### src/pairing_cfg.svh
// Timing and encoding constants for the transponder pairing control block
`ifndef PAIRING_CFG_SVH
`define PAIRING_CFG_SVH
`define CLOCK_HZ          20000000
`define WINDOW_SECONDS    10
`define WINDOW_CYCLES     (`WINDOW_SECONDS * `CLOCK_HZ)
`define PAIR_LIMIT        2
`define CODE_WIDTH        32
`define COUNT_WIDTH       2
`define FACTORY_CODE      32'h5a5a_1234
`define EXPECTED_ID       32'h0000_00c3
`endif

### src/pairing_pkg.sv
// Types shared by the transponder pairing control block
`include "pairing_cfg.svh"
package pairing_pkg;
  typedef enum logic [4:0] {
    ST_INIT   = 5'h01,
    ST_WINDOW = 5'h02,
    ST_RUN    = 5'h04,
    ST_PAIRED = 5'h08,
    ST_CLOSED = 5'h10
  } pair_state_e;

  // One transponder as seen in the detection zone
  typedef struct packed {
    logic                     present;
    logic                     blank;
    logic [`CODE_WIDTH-1:0]   id;
    logic [`CODE_WIDTH-1:0]   code;
  } tag_s;

  // Non-volatile image: stored code and count of new pairings
  typedef struct packed {
    logic [`CODE_WIDTH-1:0]   code;
    logic [`COUNT_WIDTH-1:0]  count;
  } nv_image_s;
endpackage

### src/transponder_pairing_control.sv
// Pairing control for a contactless safety switch reader
//
// Contract
// - 10 s pairing window after initialization
// - Blank transponder in window pairs automatically
// - New pairing erases previous stored code
// - After pairing, wait for new power-up
// - Reject non-blank or wrong-ID transponder
// - Reject pairing when count reaches 2
// - Unique-pairing variant refuses all new pairings
// - Factory code is the initial reference
// - Transponder is programmed exactly once
`timescale 1ns/1ps
`include "pairing_cfg.svh"
module transponder_pairing_control #(
  parameter int unsigned WINDOW_CYCLES = `WINDOW_CYCLES,
  parameter bit          UNIQUE_ONLY   = 1'b0
) (
  input  wire logic                    i_clock,
  input  wire logic                    i_rst,
  input  wire logic                    i_init_done,
  input  wire logic                    i_nv_valid,
  input  wire pairing_pkg::nv_image_s  i_nv_image,
  input  wire pairing_pkg::tag_s       i_tag,
  input  wire logic                    i_tag_single,
  output logic                         o_nv_write,
  output pairing_pkg::nv_image_s       o_nv_image,
  output logic                         o_tag_program,
  output logic [`CODE_WIDTH-1:0]       o_tag_code,
  output logic                         o_window_open,
  output logic                         o_pair_done,
  output logic                         o_pair_reject,
  output logic                         o_operational,
  output logic                         o_tag_match,
  output logic [`CODE_WIDTH-1:0]       o_active_code,
  output logic [`COUNT_WIDTH-1:0]      o_pair_count
);
  import pairing_pkg::*;

  pair_state_e              state;
  logic [31:0]              win_cnt;
  nv_image_s                image;
  logic                     init_q1;
  logic                     init_q2;
  tag_s                     tag_q1;
  tag_s                     tag_q2;
  tag_s                     tag_q3;
  logic                     tag_steady;
  logic                     single_q1;
  logic                     single_q2;
  logic                     tried;
  logic                     eligible;
  logic                     accept;
  logic                     reject;
  logic [`CODE_WIDTH-1:0]   next_code;

  // Pins from the transponder front end are asynchronous to this clock
  always_ff @(posedge i_clock) begin
    if (i_rst) begin
      init_q1   <= 1'b0;
      init_q2   <= 1'b0;
      tag_q1    <= '0;
      tag_q2    <= '0;
      tag_q3    <= '0;
      single_q1 <= 1'b0;
      single_q2 <= 1'b0;
    end else begin
      init_q1   <= i_init_done;
      init_q2   <= init_q1;
      tag_q1    <= i_tag;
      tag_q2    <= tag_q1;
      tag_q3    <= tag_q2;
      single_q1 <= i_tag_single;
      single_q2 <= single_q1;
    end
  end

  // Tag bits are synced one by one; a word caught mid-change must not pair
  assign tag_steady = (tag_q2 == tag_q3);
  // Only a blank, correctly identified lone tag within limits may pair
  assign eligible = tag_q2.present && single_q2 && tag_q2.blank && tag_steady
                  && (tag_q2.id == `EXPECTED_ID)
                  && (image.count < `COUNT_WIDTH'(`PAIR_LIMIT))
                  && !UNIQUE_ONLY;
  assign accept = (state == ST_WINDOW) && eligible;
  assign reject = (state == ST_WINDOW) && tag_q2.present && tag_steady
                  && !eligible && !tried;
  // Fresh code derived from the tag identity and the pairing index
  assign next_code = `FACTORY_CODE ^ tag_q2.id ^ {{(`CODE_WIDTH-`COUNT_WIDTH){1'b0}},
                     image.count + `COUNT_WIDTH'(1)};

  always_ff @(posedge i_clock) begin
    if (i_rst) begin
      state   <= ST_INIT;
      win_cnt <= '0;
    end else begin
      unique case (state)
        ST_INIT: begin
          if (init_q2 && i_nv_valid) begin
            state   <= ST_WINDOW;
            win_cnt <= '0;
          end
        end
        ST_WINDOW: begin
          if (accept) begin
            state <= ST_PAIRED;
          end else if (win_cnt == WINDOW_CYCLES - 1) begin
            state <= ST_RUN;
          end else begin
            win_cnt <= win_cnt + 32'd1;
          end
        end
        // Paired stays parked; only a power-up reset leaves it
        ST_PAIRED: state <= ST_PAIRED;
        ST_RUN:    state <= ST_RUN;
        ST_CLOSED: state <= ST_CLOSED;
        default:   state <= ST_INIT;
      endcase
    end
  end

  // One reject report per tag presence keeps a lingering bad tag from chattering
  always_ff @(posedge i_clock) begin
    if (i_rst) begin
      tried <= 1'b0;
    end else if (reject) begin
      tried <= 1'b1;
    end else if (!tag_q2.present) begin
      tried <= 1'b0;
    end
  end

  // Working copy of the stored image; reset value is the factory code
  always_ff @(posedge i_clock) begin
    if (i_rst) begin
      image.code  <= `FACTORY_CODE;
      image.count <= '0;
    end else if (state == ST_INIT && init_q2 && i_nv_valid) begin
      image <= i_nv_image;
    end else if (accept) begin
      image.code  <= next_code;
      image.count <= image.count + `COUNT_WIDTH'(1);
    end
  end

  always_ff @(posedge i_clock) begin
    if (i_rst) begin
      o_nv_write    <= 1'b0;
      o_nv_image    <= '0;
      o_tag_program <= 1'b0;
      o_tag_code    <= '0;
      o_pair_done   <= 1'b0;
      o_pair_reject <= 1'b0;
    end else begin
      o_nv_write    <= accept;
      o_tag_program <= accept;
      o_pair_done   <= accept;
      o_pair_reject <= reject;
      if (accept) begin
        o_nv_image.code  <= next_code;
        o_nv_image.count <= image.count + `COUNT_WIDTH'(1);
        o_tag_code       <= next_code;
      end
    end
  end

  always_ff @(posedge i_clock) begin
    if (i_rst) begin
      o_tag_match <= 1'b0;
    end else begin
      // Old tag no longer matches once the code is replaced
      o_tag_match <= (state == ST_RUN) && tag_q2.present && !tag_q2.blank
                     && (tag_q2.code == image.code);
    end
  end

  assign o_window_open = (state == ST_WINDOW);
  assign o_operational = (state == ST_RUN);
  assign o_active_code = image.code;
  assign o_pair_count  = image.count;

  property p_window_len;
    @(posedge i_clock) disable iff (i_rst)
      $rose(state == ST_WINDOW) |-> (win_cnt == 32'd0);
  endproperty
  a_window_len: assert property (p_window_len) else $error("window count not cleared");

  property p_window_bound;
    @(posedge i_clock) disable iff (i_rst)
      (state == ST_WINDOW) |-> (win_cnt < WINDOW_CYCLES);
  endproperty
  a_window_bound: assert property (p_window_bound) else $error("window overran");

  property p_close_at_end;
    @(posedge i_clock) disable iff (i_rst)
      (state == ST_WINDOW && !accept && win_cnt == WINDOW_CYCLES - 1) |=> (state == ST_RUN);
  endproperty
  a_close_at_end: assert property (p_close_at_end) else $error("window did not close");

  property p_auto_pair;
    @(posedge i_clock) disable iff (i_rst)
      accept |=> (o_pair_done && o_tag_program && o_nv_write);
  endproperty
  a_auto_pair: assert property (p_auto_pair) else $error("accepted pairing not done");

  property p_erase_old;
    @(posedge i_clock) disable iff (i_rst)
      accept |=> (image.code == $past(next_code) && o_nv_image.code == $past(next_code));
  endproperty
  a_erase_old: assert property (p_erase_old) else $error("old code kept");

  property p_hold_paired;
    @(posedge i_clock) disable iff (i_rst)
      (state == ST_PAIRED) |=> (state == ST_PAIRED && !o_operational);
  endproperty
  a_hold_paired: assert property (p_hold_paired) else $error("left paired without reset");

  property p_reject_bad;
    @(posedge i_clock) disable iff (i_rst)
      (state == ST_WINDOW && tag_q2.present && (!tag_q2.blank || tag_q2.id != `EXPECTED_ID))
      |-> !accept;
  endproperty
  a_reject_bad: assert property (p_reject_bad) else $error("bad tag accepted");

  property p_limit;
    @(posedge i_clock) disable iff (i_rst)
      (image.count >= `COUNT_WIDTH'(`PAIR_LIMIT)) |-> !accept;
  endproperty
  a_limit: assert property (p_limit) else $error("pair limit exceeded");

  property p_unique;
    @(posedge i_clock) disable iff (i_rst)
      UNIQUE_ONLY |-> !o_tag_program;
  endproperty
  a_unique: assert property (p_unique) else $error("unique variant paired");

  property p_once;
    @(posedge i_clock) disable iff (i_rst)
      o_tag_program |=> !o_tag_program [*8];
  endproperty
  a_once: assert property (p_once) else $error("tag programmed twice");
endmodule

### config.mk
export PLATFORM = sky130hd
export DESIGN_NAME = transponder_pairing_control
export DESIGN_NICKNAME = d
export VERILOG_FILES = /design/src/pairing_pkg.sv /design/src/transponder_pairing_control.sv
export VERILOG_INCLUDE_DIRS = /design/src
export SDC_FILE = /design/constraint.sdc
export NUM_CORES = 1
export LEC_CHECK = 0
export BUFFER_PORTS_ARGS = -buffer_cell sky130_fd_sc_hd__buf_2
export CELL_PAD_IN_SITES_DETAIL_PLACEMENT = 2
export CELL_PAD_IN_SITES_GLOBAL_PLACEMENT = 2
export CORE_ASPECT_RATIO = 1.2
export CORE_MARGIN = 2
export CORE_UTILIZATION = 23
export DETAILED_ROUTE_END_ITERATION = 10
export HOLD_SLACK_MARGIN = 0.03
export PLACE_DENSITY_LB_ADDON = 0.1
export SYNTH_ARGS = -nofsm -noshare
export SYNTH_HDL_FRONTEND = slang
export SYNTH_SLANG_ARGS = --single-unit
### constraint.sdc
create_clock -name i_clock -period 2.42 [get_ports i_clock]
set_input_delay 0.242 -clock i_clock [delete_from_list [all_inputs] [get_ports i_clock]]
set_output_delay 0.242 -clock i_clock [all_outputs]
set_load 0.01 [all_outputs]
==> results.json <==
{
  "clock_network_power_share": 0.497,
  "final.setup_skew_ns": 0.0251,
  "ys_async_sr_fraction": 0,
  "first_iteration_detailed_routing_drc_count": 236,
  "final_layout_size_suffix_gt1_frac": 0.324,
  "cap_violations": 0,
  "setup.worst_path.end_class": "flop",
  "startpoint_kind_of_the_worst_setup_timing_path": "flop",
  "synth-adder-area-share": 0.00111,
  "peak_vdd_ir_mv": 0.395,
  "report.final.setup_viol": 74,
  "crit_path_start": "tag_q2[55]$_SDFF_PP0_",
  "crit_slowest_cell": "or4_4",
  "timing.hold.worst.start": "i_rst",
  "chipHeight_um": 246,
  "port_buffers": 211,
  "largest_net_degree_at_the_start_of_global_routing": 108,
  "synth_enable_flop_cells": 0,
  "number_of_antenna_violations_at_the_first_check_in_global_routing": 0,
  "first_global_vias": 10050,
  "rsz0062_at_grt": "yes",
  "regToRegStartpoint": "tag_q2[55]$_SDFF_PP0_",
  "avg_synthesized_cell_area_um2": 9.87,
  "final_layout_net_count": 1629,
  "initial_core_util": 0.233,
  "preCtsSetupSlack_ns": -0.281,
  "endpoints_failing_hold": 0,
  "h_tree_lvl_count": 2,
  "route.detailed.drc": 0,
  "p_comb_frac": 0.064,
  "synth_simple_gate_area_frac": 0.241,
  "worstPathRequired_ns": 2.90,
  "synth_xor_area_frac": 0.0779,
  "worst_skew_pair.late_latency_ns": 0.56,
  "critical_path.max_fanout": 17,
  "cts.sinks": 311,
  "gp_congestion": 0.784,
  "tns_ns": -4.36,
  "power_switching_share": 0.221,
  "cellPowerDensity_mw_per_mm2": 736,
  "post_drt_via_cell_ratio": 4.25,
  "cts_tree": "built",
  "syn_area_mm2": 0.0112,
  "cpPeakStageDelay_ns": 0.49,
  "design.die.area_mm2": 0.0507,
  "place_hpwl_um": 27700,
  "commonest_non_fill_non_tap_cell_in_the_layout": "dfxtp_1",
  "yosys_most_used_dff": "dfxtp_1",
  "worst_slew_pin_tran_ns": 0.786,
  "syn_to_final_growth_pct": 47.7,
  "first_pass_iters": 4,
  "wl_um": 39000,
  "cpLargestDelayFamily": "simple AND/OR/NAND/NOR gates",
  "final.period_utilization": 1.04,
  "overflow": 0,
  "cellInternalPower_mw": 9.53,
  "floorplan.rows": 88,
  "max_slew_margin": 0.476,
  "diodes": 0,
  "violations": "negative setup slack",
  "fin_crit_ns": 2.53,
  "utilization": 0.345,
  "synth-compound-area-share": 0.0722,
  "cp.arrival_ns": 3.00,
  "floorplan.core_area_mm2": 0.0482,
  "synthMuxAreaShare": 0,
  "switchingPower_mw": 2.70,
  "cp_num_cells": 9,
  "leakagePower_nw": 6.81,
  "grt_first_pass_wirelength_um": 58700,
  "yosys_warning_total": 0,
  "main_combinational_cell_family_by_area_after_synthesis": "simple AND/OR/NAND/NOR gates",
  "outcome": "finished, violations left",
  "dr_total_vias": 9271,
  "post_drt_wl_per_cell_um": 17.9,
  "synth_area_leader_cell": "dfxtp_1",
  "hold_path_class": "primary input to flop",
  "cts_root_buffer": "clkbuf_16",
  "crit_type": "flop to flop",
  "tritoncts.num_buffers": 37,
  "hold_path_depth": 3,
  "ff2ff_path_depth": 9,
  "mostFrequentLayoutCells": "dfxtp_1, buf_2, nor2b_1",
  "crit_chain": "buf_4, xor2_1, nor4_2, nand2_1, or2_4, or4_4, nor2b_4, buf_12, nand3_1",
  "grt.total_usage": 0.153,
  "clockBufferDepth": 3,
  "synth_top_cells_by_area": "dfxtp_1, nor2b_1, xnor2_1",
  "seq_area_frac_synth": 0.554,
  "worst_setup_hold_path_clk_slew_ns": 0.06,
  "area_fraction_of_the_dominant_cell_type_after_synthesis": 0.554,
  "synth-seq-cells": 311,
  "post_synth_num_cell_types": 54,
  "max_clock_freq_ghz": 0.396,
  "worst_slack_ns": -0.105,
  "slew_viol_final": 0,
  "seqPwrFrac": 0.439,
  "die-width_um": 206,
  "synth.net_count": 1245,
  "floorplan.io_pins": 212,
  "postRouteAntennaNets": 0,
  "synthesis.instances": 1139,
  "critical_path_buf_inv_count": 2
}
through the flow:
stage	total power [mW]	instance area [µm²]	std cells	hold slack, ns
4_1_cts	12.5	16300	2177	0.0749
3_3_place_gp	6.12	13600	2003	0.420
2_1_floorplan	5.78	11300	1139	0.364
5_1_grt	12.8	16600	2181	0.106
3_5_place_dp	6.13	13600	2003	0.426
6_report	12.2	16600	2181	0.0914
flip-flops by register name (all words and copies together), names as in the netlist:
register / cells
init_q1: 1
init_q2: 1
o_active_code: 32
o_nv_image: 2
o_pair_count: 2
o_pair_done: 1
o_pair_reject: 1
o_tag_code: 32
o_tag_match: 1
single_q1: 1
single_q2: 1
state: 5
tag_q1: 66
tag_q2: 66
tag_q3: 66
tried: 1
win_cnt: 32
path summary, 6_finish.rpt:
check                                                      end  slack (ns)
worst max-delay path            o_active_code[19]$_SDFFE_PP1P_       -0.11
worst min-delay path             o_active_code[2]$_SDFFE_PP1P_        0.09
worst max register to register  o_active_code[19]$_SDFFE_PP1P_       -0.11
worst min register to register           tag_q2[17]$_SDFF_PP0_        0.43
synthesized netlist by cell type, drive strengths merged, types with 2 or more instances:
master / count
a21oi: 65
o21a: 3
and3: 9
or2: 2
xor2: 29
nor3b: 5
and4: 2
and2: 18
xnor2: 71
nor2b: 201
o21ba: 2
nand3b: 2
clkbuf: 49
nand2b: 11
a41oi: 2
nand3: 50
a31oi: 11
nor2: 20
inv: 25
a211oi: 5
o21ai: 12
dfxtp: 311
nor4b: 2
a311oi: 15
buf: 44
nor4: 23
nor3: 11
o31ai: 3
or4: 4
nand2: 88
or3: 2
a221oi: 2
o31a: 3
nand4: 27
timing repair:
action / in CTS / in global routing
gates cloned: 1 / 2
pin swaps: 24 / 22
gates resized for setup: 65 / 56
hold endpoints to repair: 101 / 0
setup buffers: 5 / 3
endpoints found under the setup margin: 103 / 107
hold buffers: 101 / 0
worst register-to-register path, stage by stage (launching register included):
cell	delay [ns]
dfxtp_1	0.34
buf_4	0.15
xor2_1	0.16
nor4_2	0.35
nand2_1	0.20
or2_4	0.31
or4_4	0.49
nor2b_4	0.22
buf_12	0.17
nand3_1	0.08
logic make-up (layout without fill, tap and decap cells):
kind of cell,after synthesis,count (layout)
AND/OR/NAND/NOR,480,480
flip-flops,311,311
AO/OA/AOI/OAI,128,128
buffers and inverters,119,531
XOR/XNOR,100,100
adder cells (fa/ha/maj),1,1
metal layers:
layer,part of all wire,global-route usage,routed length (µm)
met5,0,0,0
met4,0.021,0.0475,815
met3,0.029,0.0220,1140
met2,0.53,0.280,20700
met1,0.42,0.181,16300
final cells by class:
cell class	instances	area, µm²
Tap cell	630	788
Clock inverter	14	224
Inverter	26	97.6
Fill cell	5334	31600
Clock buffer	53	1110
Timing Repair Buffer	438	3200
Sequential cell	311	6230
Multi-Input combinational cell	709	4960
power by group through the flow:
stage / registers (mW) / logic (mW) / clock network, mW
3_3_place_gp: 5.48 / 0.638 / 0
2_1_floorplan: 5.46 / 0.322 / 0
4_1_cts: 5.37 / 0.795 / 6.32
3_5_place_dp: 5.48 / 0.647 / 0
6_report: 5.37 / 0.786 / 6.08
5_1_grt: 5.38 / 0.869 / 6.54
No activity file was read; power rests on OpenSTA's default activity.
